`config.mk`:
```
export PLATFORM = sky130hd
export DESIGN_NAME = pushbutton_power_sequencer
export DESIGN_NICKNAME = d
export VERILOG_FILES = /design/src/core/key_debounce.v /design/src/core/pin_sync.v /design/src/core/pushbutton_power_sequencer.v
export VERILOG_INCLUDE_DIRS = /design/src /design/src/include
export SDC_FILE = /design/constraint.sdc
export NUM_CORES = 1
export LEC_CHECK = 0
export BUFFER_PORTS_ARGS = -buffer_cell sky130_fd_sc_hd__buf_2
export CELL_PAD_IN_SITES_DETAIL_PLACEMENT = 2
export CELL_PAD_IN_SITES_GLOBAL_PLACEMENT = 2
export CORE_AREA = 10 10 150 152
export CTS_CLUSTER_DIAMETER = 60
export DETAILED_ROUTE_END_ITERATION = 8
export DIE_AREA = 0 0 160 162
export GPL_ROUTABILITY_DRIVEN = 0
export MAX_ROUTING_LAYER = met4
export PLACE_DENSITY = 0.64
export SLEW_MARGIN = 20
export SYNTH_ARGS = -nofsm -noshare
export SYNTH_HDL_FRONTEND = slang
export SYNTH_SLANG_ARGS = --single-unit
```
`constraint.sdc`:
```
create_clock -name REF_CLK_IN -period 5.5 [get_ports REF_CLK_IN]
set_input_delay 1.1 -clock REF_CLK_IN [delete_from_list [all_inputs] [get_ports REF_CLK_IN]]
set_output_delay 1.1 -clock REF_CLK_IN [all_outputs]
set_load 0.03 [all_outputs]
```
`src/include/pb_seq_defines.vh`:
```
// timing counts and event bit positions for the power sequencer
`ifndef PB_SEQ_DEFINES_VH
`define PB_SEQ_DEFINES_VH
`define CLK_HZ            25000000
`define DEBOUNCE_MS       24
`define DEBOUNCE_CYCLES   ((`CLK_HZ / 1000) * `DEBOUNCE_MS)
`define RESET_DUR_CYCLES  250000
`define ADDR_STATUS       8'h00
`define ADDR_CLEAR        8'h04
`define ADDR_ENABLE       8'h08
`define ADDR_STATE        8'h0c
`define ADDR_MODE         8'h10
`define EV_KEY_PRESS      0
`define EV_KEY_RELEASE    1
`define EV_POWER_UP_DONE  2
`define EV_POWER_DOWN     3
`define EV_FAULT          4
`define EV_WIDTH          5
`define ENABLE_RESET      5'h00
`define MODE_RESET        1'b0
`endif

```
`src/core/key_debounce.v`:
```
// three-stage pin synchroniser and debounce counter
`timescale 1ns/10ps
`default_nettype none
module key_debounce #(
   parameter CNT_W  = 20,
   parameter LENGTH = 600000
) (
   input  wire clk_in,
   input  wire resetn_in,
   input  wire pin_in,
   output reg  level_out
);
   reg             s1_r;
   reg             s2_r;
   reg             s3_r;
   reg [CNT_W-1:0] cnt_r;

   always @(posedge clk_in or negedge resetn_in) begin
      if (!resetn_in) begin
         s1_r      <= 1'b1;
         s2_r      <= 1'b1;
         s3_r      <= 1'b1;
         cnt_r     <= {CNT_W{1'b0}};
         level_out <= 1'b1;
      end else begin
         s1_r <= pin_in;
         s2_r <= s1_r;
         s3_r <= s2_r;
         // a change only counts once stages two and three agree
         if (s2_r != s3_r || s3_r == level_out) begin
            cnt_r <= {CNT_W{1'b0}};
         end else if (cnt_r == LENGTH[CNT_W-1:0] - 1'b1) begin
            cnt_r     <= {CNT_W{1'b0}};
            level_out <= s3_r;
         end else begin
            cnt_r <= cnt_r + 1'b1;
         end
      end
   end
endmodule // key_debounce
`default_nettype wire

```
`src/core/pin_sync.v`:
```
// three-stage synchroniser for level inputs from outside the clock
`timescale 1ns/10ps
`default_nettype none
module pin_sync #(
   parameter W = 1
) (
   input  wire         clk_in,
   input  wire         resetn_in,
   input  wire [W-1:0] d_in,
   output reg  [W-1:0] q_out
);
   reg [W-1:0] s1_r;
   reg [W-1:0] s2_r;
   reg [W-1:0] s3_r;

   always @(posedge clk_in or negedge resetn_in) begin
      if (!resetn_in) begin
         s1_r  <= {W{1'b0}};
         s2_r  <= {W{1'b0}};
         s3_r  <= {W{1'b0}};
         q_out <= {W{1'b0}};
      end else begin
         s1_r <= d_in;
         s2_r <= s1_r;
         s3_r <= s2_r;
         // only agreeing samples update the output
         if (s2_r == s3_r) begin
            q_out <= s3_r;
         end
      end
   end
endmodule // pin_sync
`default_nettype wire

```
`src/core/pushbutton_power_sequencer.v`:
```
// pushbutton power sequencer with axi4-lite status and interrupt
//
// Overview of operation
// - mode input high puts all converters in fixed-frequency pwm.
// - mode input low allows pulse skipping, buck-boost skipping only.
// - power hold high enables the device regardless of the key.
// - key low starts the ordered power-up and a processor reset cycle.
// - open-drain key status output shows the debounced key level.
// - reset stays low until all enabled rails are good plus the duration.
// - reset is held low on fault and while the device is disabled.
// - switched output closes only after the buck-boost is in regulation.
// - buck-boost runs only with its enable high and the device enabled.
// - each step-down runs only with its enable high and device enabled.
// - order is step-down one, step-down two, buck-boost, each after good.
// - key must stay low past the debounce interval before acting.
// - a stage whose enable is low is skipped in the order.
// - key release without power hold disables and discharges outputs.
//
// Chosen here: the address map and the AXI4-Lite interface to the registers.
`timescale 1ns/10ps
`default_nettype none
`include "pb_seq_defines.vh"
module pushbutton_power_sequencer #(
   parameter DEBOUNCE_CYCLES  = `DEBOUNCE_CYCLES,
   parameter RESET_DUR_CYCLES = `RESET_DUR_CYCLES
) (
   input  wire        REF_CLK_IN,
   input  wire        RESETN_IN,
   input  wire        PUSHBUTTON_KEY_N_IN,
   input  wire        POWER_HOLD_IN,
   input  wire        MODE_PWM_IN,
   input  wire        STEP_DOWN_ONE_ENABLE_IN,
   input  wire        STEP_DOWN_TWO_ENABLE_IN,
   input  wire        BUCK_BOOST_ENABLE_IN,
   input  wire        STEP_DOWN_ONE_GOOD_IN,
   input  wire        STEP_DOWN_TWO_GOOD_IN,
   input  wire        BUCK_BOOST_GOOD_IN,
   input  wire        FAULT_IN,
   output reg         KEY_STATUS_N_OUT,
   output reg         KEY_STATUS_N_OE_OUT,
   output reg         CPU_RESET_N_OUT,
   output reg         STEP_DOWN_ONE_RUN_OUT,
   output reg         STEP_DOWN_TWO_RUN_OUT,
   output reg         BUCK_BOOST_RUN_OUT,
   output reg         PROTECTED_SWITCHED_OUTPUT_OUT,
   output reg         DISCHARGE_OUT,
   output reg         FORCE_PWM_OUT,
   output reg         BUCK_BOOST_SKIP_ONLY_OUT,
   output reg         IRQ_OUT,
   input  wire [7:0]  S_AXI_AWADDR,
   input  wire        S_AXI_AWVALID,
   output reg         S_AXI_AWREADY,
   input  wire [31:0] S_AXI_WDATA,
   input  wire [3:0]  S_AXI_WSTRB,
   input  wire        S_AXI_WVALID,
   output reg         S_AXI_WREADY,
   output reg  [1:0]  S_AXI_BRESP,
   output reg         S_AXI_BVALID,
   input  wire        S_AXI_BREADY,
   input  wire [7:0]  S_AXI_ARADDR,
   input  wire        S_AXI_ARVALID,
   output reg         S_AXI_ARREADY,
   output reg  [31:0] S_AXI_RDATA,
   output reg  [1:0]  S_AXI_RRESP,
   output reg         S_AXI_RVALID,
   input  wire        S_AXI_RREADY
);
   localparam ST_OFF   = 3'd0;
   localparam ST_SD1   = 3'd1;
   localparam ST_SD2   = 3'd2;
   localparam ST_BB    = 3'd3;
   localparam ST_RESET = 3'd4;
   localparam ST_ON    = 3'd5;
   localparam RW       = 20;

   wire                 key_n;
   wire [5:0]           sync_q;
   wire                 hold;
   wire                 pwm;
   wire                 en1;
   wire                 en2;
   wire                 en3;
   wire                 pg1;
   wire                 pg2;
   wire                 pg3;
   wire                 fault;
   reg  [2:0]           state_r;
   reg  [2:0]           state_nxt;
   reg  [RW-1:0]        rst_cnt_r;
   reg                  key_d_r;
   reg  [`EV_WIDTH-1:0] status_r;
   reg  [`EV_WIDTH-1:0] enable_r;
   reg  [`EV_WIDTH-1:0] events;
   reg                  aw_got_r;
   reg                  w_got_r;
   reg  [7:0]           aw_addr_r;
   reg  [31:0]          w_data_r;
   reg                  w_strb0_r;
   reg                  sw_pwm_r;
   reg  [`EV_WIDTH-1:0] clr_now;
   wire                 do_write;
   wire                 enabled;

   key_debounce #(
      .CNT_W     (RW),
      .LENGTH    (DEBOUNCE_CYCLES)
   ) u_key (
      .clk_in    (REF_CLK_IN),
      .resetn_in (RESETN_IN),
      .pin_in    (PUSHBUTTON_KEY_N_IN),
      .level_out (key_n)
   );

   pin_sync #(
      .W         (6)
   ) u_sync (
      .clk_in    (REF_CLK_IN),
      .resetn_in (RESETN_IN),
      .d_in      ({POWER_HOLD_IN, MODE_PWM_IN, STEP_DOWN_ONE_ENABLE_IN,
                   STEP_DOWN_TWO_ENABLE_IN, BUCK_BOOST_ENABLE_IN,
                   FAULT_IN}),
      .q_out     (sync_q)
   );
   assign hold  = sync_q[5];
   assign pwm   = sync_q[4];
   assign en1   = sync_q[3];
   assign en2   = sync_q[2];
   assign en3   = sync_q[1];
   assign fault = sync_q[0];

   pin_sync #(
      .W         (3)
   ) u_good (
      .clk_in    (REF_CLK_IN),
      .resetn_in (RESETN_IN),
      .d_in      ({STEP_DOWN_ONE_GOOD_IN, STEP_DOWN_TWO_GOOD_IN,
                   BUCK_BOOST_GOOD_IN}),
      .q_out     ({pg1, pg2, pg3})
   );

   // device stays on while key held or hold high
   assign enabled   = hold | ~key_n;

   // power-up order with skipping of disabled stages
   always @* begin
      state_nxt = state_r;
      case (state_r)
         ST_OFF: begin
            if (enabled) begin
               state_nxt = ST_SD1;
            end
         end
         ST_SD1: begin
            if (!en1 || pg1) begin
               state_nxt = ST_SD2;
            end
         end
         ST_SD2: begin
            if (!en2 || pg2) begin
               state_nxt = ST_BB;
            end
         end
         ST_BB: begin
            if (!en3 || pg3) begin
               state_nxt = ST_RESET;
            end
         end
         ST_RESET: begin
            if (rst_cnt_r == RESET_DUR_CYCLES[RW-1:0] - 1'b1) begin
               state_nxt = ST_ON;
            end
         end
         ST_ON: begin
            state_nxt = ST_ON;
         end
         default: begin
            state_nxt = ST_OFF;
         end
      endcase
      // release without hold shuts everything down
      if (state_r != ST_OFF && !enabled) begin
         state_nxt = ST_OFF;
      end
   end

   always @(posedge REF_CLK_IN or negedge RESETN_IN) begin
      if (!RESETN_IN) begin
         state_r   <= ST_OFF;
         rst_cnt_r <= {RW{1'b0}};
         key_d_r   <= 1'b1;
      end else begin
         state_r <= state_nxt;
         key_d_r <= key_n;
         if (state_r == ST_RESET && state_nxt == ST_RESET) begin
            rst_cnt_r <= rst_cnt_r + 1'b1;
         end else begin
            rst_cnt_r <= {RW{1'b0}};
         end
      end
   end

   // pin-facing outputs, all registered
   always @(posedge REF_CLK_IN or negedge RESETN_IN) begin
      if (!RESETN_IN) begin
         KEY_STATUS_N_OUT              <= 1'b0;
         KEY_STATUS_N_OE_OUT           <= 1'b0;
         CPU_RESET_N_OUT               <= 1'b0;
         STEP_DOWN_ONE_RUN_OUT         <= 1'b0;
         STEP_DOWN_TWO_RUN_OUT         <= 1'b0;
         BUCK_BOOST_RUN_OUT            <= 1'b0;
         PROTECTED_SWITCHED_OUTPUT_OUT <= 1'b0;
         DISCHARGE_OUT                 <= 1'b1;
         FORCE_PWM_OUT                 <= 1'b0;
         BUCK_BOOST_SKIP_ONLY_OUT      <= 1'b1;
      end else begin
         // open drain: drive low only while key is down
         KEY_STATUS_N_OUT    <= 1'b0;
         KEY_STATUS_N_OE_OUT <= ~key_n;
         // rails stay on once reached, gated by own enable
         STEP_DOWN_ONE_RUN_OUT <= en1 && state_nxt != ST_OFF;
         STEP_DOWN_TWO_RUN_OUT <= en2 && state_nxt != ST_OFF
                                  && state_nxt != ST_SD1;
         BUCK_BOOST_RUN_OUT    <= en3 && (state_nxt == ST_BB
                                  || state_nxt == ST_RESET
                                  || state_nxt == ST_ON);
         PROTECTED_SWITCHED_OUTPUT_OUT <= en3 && pg3
            && (state_nxt == ST_RESET || state_nxt == ST_ON);
         DISCHARGE_OUT   <= (state_nxt == ST_OFF);
         CPU_RESET_N_OUT <= (state_nxt == ST_ON) && !fault;
         // software may also force pwm
         FORCE_PWM_OUT            <= pwm | sw_pwm_r;
         BUCK_BOOST_SKIP_ONLY_OUT <= ~(pwm | sw_pwm_r);
      end
   end

   always @* begin
      events = {`EV_WIDTH{1'b0}};
      events[`EV_KEY_PRESS]     = key_d_r & ~key_n;
      events[`EV_KEY_RELEASE]   = ~key_d_r & key_n;
      events[`EV_POWER_UP_DONE] = (state_r == ST_RESET)
                                  && (state_nxt == ST_ON);
      events[`EV_POWER_DOWN]    = (state_r != ST_OFF)
                                  && (state_nxt == ST_OFF);
      events[`EV_FAULT]         = fault && (state_r == ST_ON);
   end

   // axi4-lite write: address and data taken in either order
   assign do_write = aw_got_r && w_got_r && !S_AXI_BVALID;

   always @* begin
      clr_now = {`EV_WIDTH{1'b0}};
      if (do_write && aw_addr_r == `ADDR_CLEAR && w_strb0_r) begin
         clr_now = w_data_r[`EV_WIDTH-1:0];
      end
   end

   always @(posedge REF_CLK_IN or negedge RESETN_IN) begin
      if (!RESETN_IN) begin
         S_AXI_AWREADY <= 1'b0;
         S_AXI_WREADY  <= 1'b0;
         S_AXI_BVALID  <= 1'b0;
         S_AXI_BRESP   <= 2'b00;
         aw_got_r      <= 1'b0;
         w_got_r       <= 1'b0;
         aw_addr_r     <= 8'h00;
         w_data_r      <= 32'h00000000;
         w_strb0_r     <= 1'b0;
         status_r      <= {`EV_WIDTH{1'b0}};
         enable_r      <= `ENABLE_RESET;
         sw_pwm_r      <= `MODE_RESET;
         IRQ_OUT       <= 1'b0;
      end else begin
         S_AXI_AWREADY <= !aw_got_r && !S_AXI_AWREADY && S_AXI_AWVALID;
         S_AXI_WREADY  <= !w_got_r && !S_AXI_WREADY && S_AXI_WVALID;
         if (S_AXI_AWVALID && S_AXI_AWREADY) begin
            aw_got_r  <= 1'b1;
            aw_addr_r <= S_AXI_AWADDR;
         end
         if (S_AXI_WVALID && S_AXI_WREADY) begin
            w_got_r  <= 1'b1;
            w_data_r <= S_AXI_WDATA;
            // strobe is only valid with wvalid, so keep it with the data
            w_strb0_r <= S_AXI_WSTRB[0];
         end
         if (do_write) begin
            S_AXI_BVALID <= 1'b1;
            aw_got_r     <= 1'b0;
            w_got_r      <= 1'b0;
            S_AXI_BRESP  <= 2'b00;
            if (aw_addr_r == `ADDR_ENABLE && w_strb0_r) begin
               enable_r <= w_data_r[`EV_WIDTH-1:0];
            end else if (aw_addr_r == `ADDR_MODE && w_strb0_r) begin
               sw_pwm_r <= w_data_r[0];
            end else if (aw_addr_r != `ADDR_CLEAR) begin
               S_AXI_BRESP <= 2'b10;
            end
         end else if (S_AXI_BVALID && S_AXI_BREADY) begin
            S_AXI_BVALID <= 1'b0;
         end
         // set wins over clear in the same cycle
         status_r <= (status_r & ~clr_now) | events;
         IRQ_OUT  <= |(((status_r & ~clr_now) | events) & enable_r);
      end
   end

   // axi4-lite read
   always @(posedge REF_CLK_IN or negedge RESETN_IN) begin
      if (!RESETN_IN) begin
         S_AXI_ARREADY <= 1'b0;
         S_AXI_RVALID  <= 1'b0;
         S_AXI_RDATA   <= 32'h00000000;
         S_AXI_RRESP   <= 2'b00;
      end else begin
         S_AXI_ARREADY <= !S_AXI_ARREADY && !S_AXI_RVALID && S_AXI_ARVALID;
         if (S_AXI_ARVALID && S_AXI_ARREADY) begin
            S_AXI_RVALID <= 1'b1;
            S_AXI_RRESP  <= 2'b00;
            case (S_AXI_ARADDR)
               `ADDR_STATUS: S_AXI_RDATA <= {27'h0000000, status_r};
               `ADDR_CLEAR:  S_AXI_RDATA <= 32'h00000000;
               `ADDR_ENABLE: S_AXI_RDATA <= {27'h0000000, enable_r};
               `ADDR_STATE:  S_AXI_RDATA <= {26'h0000000, CPU_RESET_N_OUT,
                                             ~key_n, hold, state_r};
               `ADDR_MODE:   S_AXI_RDATA <= {31'h00000000, sw_pwm_r};
               default: begin
                  S_AXI_RDATA <= 32'h00000000;
                  S_AXI_RRESP <= 2'b10;
               end
            endcase
         end else if (S_AXI_RVALID && S_AXI_RREADY) begin
            S_AXI_RVALID <= 1'b0;
         end
      end
   end
endmodule // pushbutton_power_sequencer
`default_nettype wire

```
Word level (Yosys, flattened, before mapping)
Cells that the tools add are included.

cells by class
  $add $sub $neg = 2
  equal/unequal tests = 23
  multiplexer cells = 24
  bitwise gates (word level) = 13
  reductions and logical operators = 62

operators by type and width
  kind                                                   count
  2-to-1 mux 20 bit                                      3
  adder 20 x 1 -> 20 bit, second input constant          2
  logical AND 1 bit                                      29
  equality test 8 x 4 -> 1 bit, second input constant    3
  case mux 6 bit (4 select lines)                        1
  equality test 20 x 18 -> 1 bit, second input constant  1
  equality test 20 bit, second input constant            1
  2-to-1 mux 3 bit                                       6
  case mux 3 bit (6 select lines)                        1
  equality test 8 x 3 -> 1 bit, second input constant    2
  equality test 8 x 5 -> 1 bit, second input constant    2
  equality test 3 bit, second input constant             4
  logical NOT 1 bit                                      12
  AND 5 bit                                              2
  OR reduction 5 bit                                     2
  equality test 3 x 2 -> 1 bit, second input constant    3
  logical NOT 8 bit                                      1
  2-to-1 mux 1 bit                                       8
  2-to-1 mux 2 bit                                       4
  != test 8 x 3 -> 1 bit, second input constant          1
  nonzero test 2 bit                                     4
  logical OR 1 bit                                       7
  equality test 6 bit                                    1
  logical NOT 3 bit                                      2
  14 further kinds                                       22

word-level totals
  flip-flop bits (word level) = 162
  input port bits = 69
  output and inout port bits = 52
  logic and storage cells = 166

Longest topological paths before layout
  word-level depth = 10
  depth in mapped cells = 7
  mapped depth without buffers = 6

By module
Synthesis repeated with hierarchy kept, for this count alone.

unflattened totals
  cells, all modules = 505
  area total of the unflattened synthesis = 5883.1 um2

by module, submodules not included
  module                      instances  cells each  area each (um2)  sequential area each (um2)
  pushbutton_power_sequencer  1          330         3573.4           1855.5
  key_debounce                1          115         1186.1           605.6
  pin_sync (u_sync)           1          38          743.2            600.6
  pin_sync (u_good)           1          22          380.4            300.3

Least setup slack after synthesis
OpenSTA, ideal clock, no wires.

  kind = input port to flip-flop
  start point = in S_AXI_ARADDR[7]
  end point = reg S_AXI_RDATA[1]
  library setup time = 0.066 ns
  data arrival time = 2.304 ns
  required time = 5.434 ns
  slack = 3.130 ns
  cell stages on the path = 5
  buffers on the path = 0
  cells stage by stage = or4_1 nor3_1 nand2_1 a21oi_1 a22o_1

between the ends
  word-level cells in the longest chain between the ends = 2
  elaborated cells on any way between the ends = 5
  those cells by class = eq/ne: 3; mux: 1; reduce/logical: 1

ends and longest elaborated chain
  what                                                  RTL line                          source
  start, declared                                       pushbutton_power_sequencer.v:60   input wire [7:0] S_AXI_ARADDR,
  equality test 8 x 5 -> 1 bit (tied with other cells)  pushbutton_power_sequencer.v:318  case (S_AXI_ARADDR)
  case mux 6 bit (4 select lines) (*)                   pushbutton_power_sequencer.v:318
  end signal, assigned                                  pushbutton_power_sequencer.v:319  `ADDR_STATUS: S_AXI_RDATA <= {27'h0000000, status_r};
  end signal, assigned                                  pushbutton_power_sequencer.v:321  `ADDR_ENABLE: S_AXI_RDATA <= {27'h0000000, enable_r};
  end signal, assigned                                  pushbutton_power_sequencer.v:322  `ADDR_STATE: S_AXI_RDATA <= {26'h0000000, CPU_RESET_N_OUT,
  end, declared                                         pushbutton_power_sequencer.v:63   output reg [31:0] S_AXI_RDATA,

Mark *: on every way between the ends. The rest lies on a longest branch, timed or not.
A chain may end at the register's enable or synchronous reset.

Final worst setup path
  start point = in S_AXI_ARADDR[7]
  end point = reg S_AXI_RDATA[2]

The elaborated chain is that of the path after synthesis.

==> metrics.md <==
| Metric | Value |
|---|---|
| Layout cells sized above 1 | `between 20% and 30%` |
| Max H-tree Level | `4` |
| Final setup TNS | `0 ns` |
| First-pass GRT wire length | `roughly 24000 um` |
| TritonCTS buffer count | `17` |
| Max incr delay on CP | `approximately 0.52 ns` |
| Post-DP HPWL | `roughly 10000 um` |
| I/O Pins | `approximately 120` |
| Layout Area Growth over Synthesis | `19.8%` |
| Setup Crit Path Kind | `input pin to flip-flop` |
| Via count | `3888` |
| Area contributors post-synth | `dfrtp_1, mux2_2, xnor2_1` |
| Leakage | `between 3 and 4 nW` |
| Crit path launch type | `input pin` |
| Total grt overflow | `0` |
| Status | `completed` |
| Drt first pass iters | `4` |
| Largest fanout on the critical path | `4` |
| Clock Latency Late Sink | `0.42 ns` |
| Via density | `between 4 and 5` |
| Asr flop ratio synth | `100%` |
| Post-DR wirelength/cell | `approximately 17 um` |
| Seq/Total Area, Yosys | `between 50% and 60%` |
| Endpoints failing setup | `0` |
| Starting Density | `29.8%` |
| Place WS | `2.67 ns` |
| Post-CTS setup buffers | `0` |
| Number of global-route vias before repair | `between 4000 and 5000` |
| Post-layout utilization of the core | `roughly 36%` |
| Worst slew margin | `roughly 45%` |
| Final WS setup | `~3.1 ns` |
| Fill cells | `approximately 2100` |
| Die width | `~160 um` |
| Final nets | `about 640` |
| Yosys warns | `0` |
| MaxCap Viol Count | `0` |
| # hold bufs at CTS | `0` |
| Critical Path Sink Type | `flip-flop` |
| Synth unique cells | `~60` |
| Slowest CP cell | `or4_1` |
| Crit path max-delay family | `simple AND/OR/NAND/NOR gates` |
| Synth top area share | `55.1%` |
| Antenna violations before repair | `1` |
| Critical path arrival | `around 2.8 ns` |
| Fin. Hold Viols | `0` |
| Row cnt | `between 50 and 60` |
| Core box area | `around 0.019 sq mm` |
| Crit path time final | `about 2.4 ns` |
| Final Cell Area | `around 0.0069 sq mm` |
| Total GRT Usage | `11.7%` |
| Syn avg cell area | `between 10 and 15 sq um` |
| CTS tree | `built` |
| Synth Cell Area | `approximately 0.0058 sq mm` |
| Peak supply drop | `0.225 mV` |
| F_max | `~0.41 GHz` |
| Top cell type by total area after synthesis | `dfrtp_1` |
| Clk slew on worst S/H paths | `roughly 0.06 ns` |
| Final period utilization | `a little over two fifths` |
| Register bit count reported by yosys | `between 100 and 150` |
| CTS Root Cell | `clkbuf_16` |
| Cells after Synth | `about 500` |
| # resized after CTS | `0` |
| Die area | `0.0259 sq mm` |
| Critical Path RT | `5.85 ns` |
| Post-synth EDFFs | `0` |
| Routed Antenna Nets | `0` |
| Buf+Inv Stages, Crit Path | `1` |
| Residual DRC | `0` |
| RSZ-0062 raised after global routing | `false` |
| Max Buffers Root-to-Sink | `2` |
| Crit-path cells | `buf_2, or4_1, nor3_1, nand2_1, a21oi_1, a22o_1` |
| PwrDens | `~440 mW/mm^2` |
| Placed instance area | `between 0.006 and 0.007 sq mm` |
| Slew Limit Fails | `0` |
| Skew final | `0.00668 ns` |
| Min-Delay Path Class | `flip-flop to flip-flop` |
| Initial detailed-routing violation count | `130` |
| Die Ht | `about 160 um` |
| WL final | `approximately 14000 um` |
| Ys flop type | `dfrtp_1` |
| Slew of the pin with the lowest slew margin | `0.825 ns` |
| Largest net degree at the start of global routing | `91` |
| Clk sinks | `between 100 and 150` |
| Number of port buffers | `slightly above 60` |
## flip-flops by register name, summed over array words and instances, names as in the netlist, 6 cells and up
name and flops:
u_sync.q_out 6, u_sync.s1_r 6, rst_cnt_r 20, u_key.cnt_r 20
aw_addr_r 8, S_AXI_RDATA 6, u_sync.s3_r 6, u_sync.s2_r 6
## kinds of logic (layout without fill, tap and decap cells)
logic type      after synthesis  in the layout  synth area share (%)
fa+ha+maj                     2              2                 0.433
other cells                   1             30                0.0650
mux                          34             34                  6.50
compound gates               42             42                  5.09
simple gates                184            184                  17.0
buf+inv                      53            110                  5.68
flops                       134            134                  58.2
xor+xnor                     46             46                  6.98
## stage by stage
| stage | total power (W) | instances | hold slack, ns |
|---|---|---|---|
| 2_1_floorplan | 0.00165 | 524 | 0.331 |
| 3_3_place_gp | 0.00179 | 814 | 0.332 |
| 3_5_place_dp | 0.00183 | 814 | 0.337 |
| 4_1_cts | 0.00312 | 846 | 0.349 |
| 5_1_grt | 0.00323 | 847 | 0.357 |
| 6_report | 0.00306 | 847 | 0.348 |
## worst paths after layout
| check | to | depth (start not counted) | from | slack, ns |
|---|---|---|---|---|
| max | S_AXI_RDATA[2]$_DFFE_PN0P_ | 6 | S_AXI_ARADDR[7] | 3.09 |
| min in group asynchronous | u_sync.s1_r[3]$_DFF_PN0_ | 1 | RESETN_IN | 0.75 |
| max in group asynchronous | u_good.s3_r[0]$_DFF_PN0_ | 2 | RESETN_IN | 3.62 |
| min reg2reg | u_good.s2_r[0]$_DFF_PN0_ | 0 | u_good.s1_r[0]$_DFF_PN0_ | 0.35 |
| min | u_good.s2_r[0]$_DFF_PN0_ | 0 | u_good.s1_r[0]$_DFF_PN0_ | 0.35 |
| max reg2reg | u_key.cnt_r[16]$_DFF_PN0_ | 5 | u_key.cnt_r[11]$_DFF_PN0_ | 3.24 |
## where the power goes
part,switching [W],internal (W),leakage [nW]
combinational,0.000309,0.000206,1.02
clock,0.000449,0.000810,0.304
sequential,0.000141,0.00114,1.70
total,0.000899,0.00216,3.02
## cell usage after synthesis (2+ instances only)
| master | number |
|---|---|
| inv_1 | 16 |
| and2_1 | 7 |
| nor2_1 | 58 |
| o21a_1 | 2 |
| a31oi_1 | 2 |
| clkbuf_1 | 3 |
| nand4b_1 | 2 |
| a22o_1 | 7 |
| and3_1 | 6 |
| xnor2_1 | 29 |
| ha_1 | 2 |
| nand3_1 | 16 |
| dfrtp_1 | 127 |
| nand4_1 | 12 |
| and3_2 | 2 |
| nor4_1 | 5 |
| or3_1 | 4 |
| or2_2 | 2 |
| buf_4 | 30 |
| and4_1 | 3 |
| a21oi_1 | 9 |
| or4b_1 | 2 |
| mux2_2 | 28 |
| xor2_1 | 17 |
| nand3b_1 | 3 |
| and2b_2 | 2 |
| mux2i_1 | 6 |
| nor3_1 | 12 |
| nor3b_1 | 7 |
| o2bb2ai_1 | 3 |
| nand2_1 | 28 |
| o22ai_1 | 2 |
| o21ai_0 | 9 |
| nand2b_1 | 2 |
| dfstp_2 | 7 |
## cell type report
| class | instances | area, sq um | area share (%) |
|---|---|---|---|
| antenna | 1 | 2.50 | 0.0362 |
| clock buffer | 18 | 429 | 6.21 |
| clock inverter | 14 | 224 | 3.24 |
| inverter | 16 | 60.1 | 0.868 |
| multi-input combinational | 337 | 2190 | 31.6 |
| sequential | 134 | 3360 | 48.6 |
| tap | 265 | 332 | 4.79 |
| timing repair buffer | 62 | 319 | 4.61 |
## layout by cell type, fill, tap and decap left out, types with 4 or more instances in the layout
cell,synthesis,final
xnor2_1,29,29
xor2_1,17,17
nor3b_1,7,7
nand4_1,12,12
mux2_2,28,28
or3_1,4,4
a21oi_1,9,9
nor4_1,5,5
nor2_1,58,58
bufinv_16,0,5
a22o_1,7,7
dfstp_2,7,7
clkbuf_16,0,17
inv_1,16,16
dfrtp_1,127,127
and2_1,7,7
o21ai_0,9,9
and3_1,6,6
nor3_1,12,12
mux2i_1,6,6
conb_1,1,29
buf_2,0,60
nand3_1,16,16
nand2_1,28,28
clkinvlp_4,0,4
## per-layer routing
layer  part of all wire [%]  GRT usage, %
met1                     45          13.8
met2                     50          18.9
met3                    3.9          2.93
met4                    1.1          4.76
met5                      0             -
(Power assumes the default switching activity.)
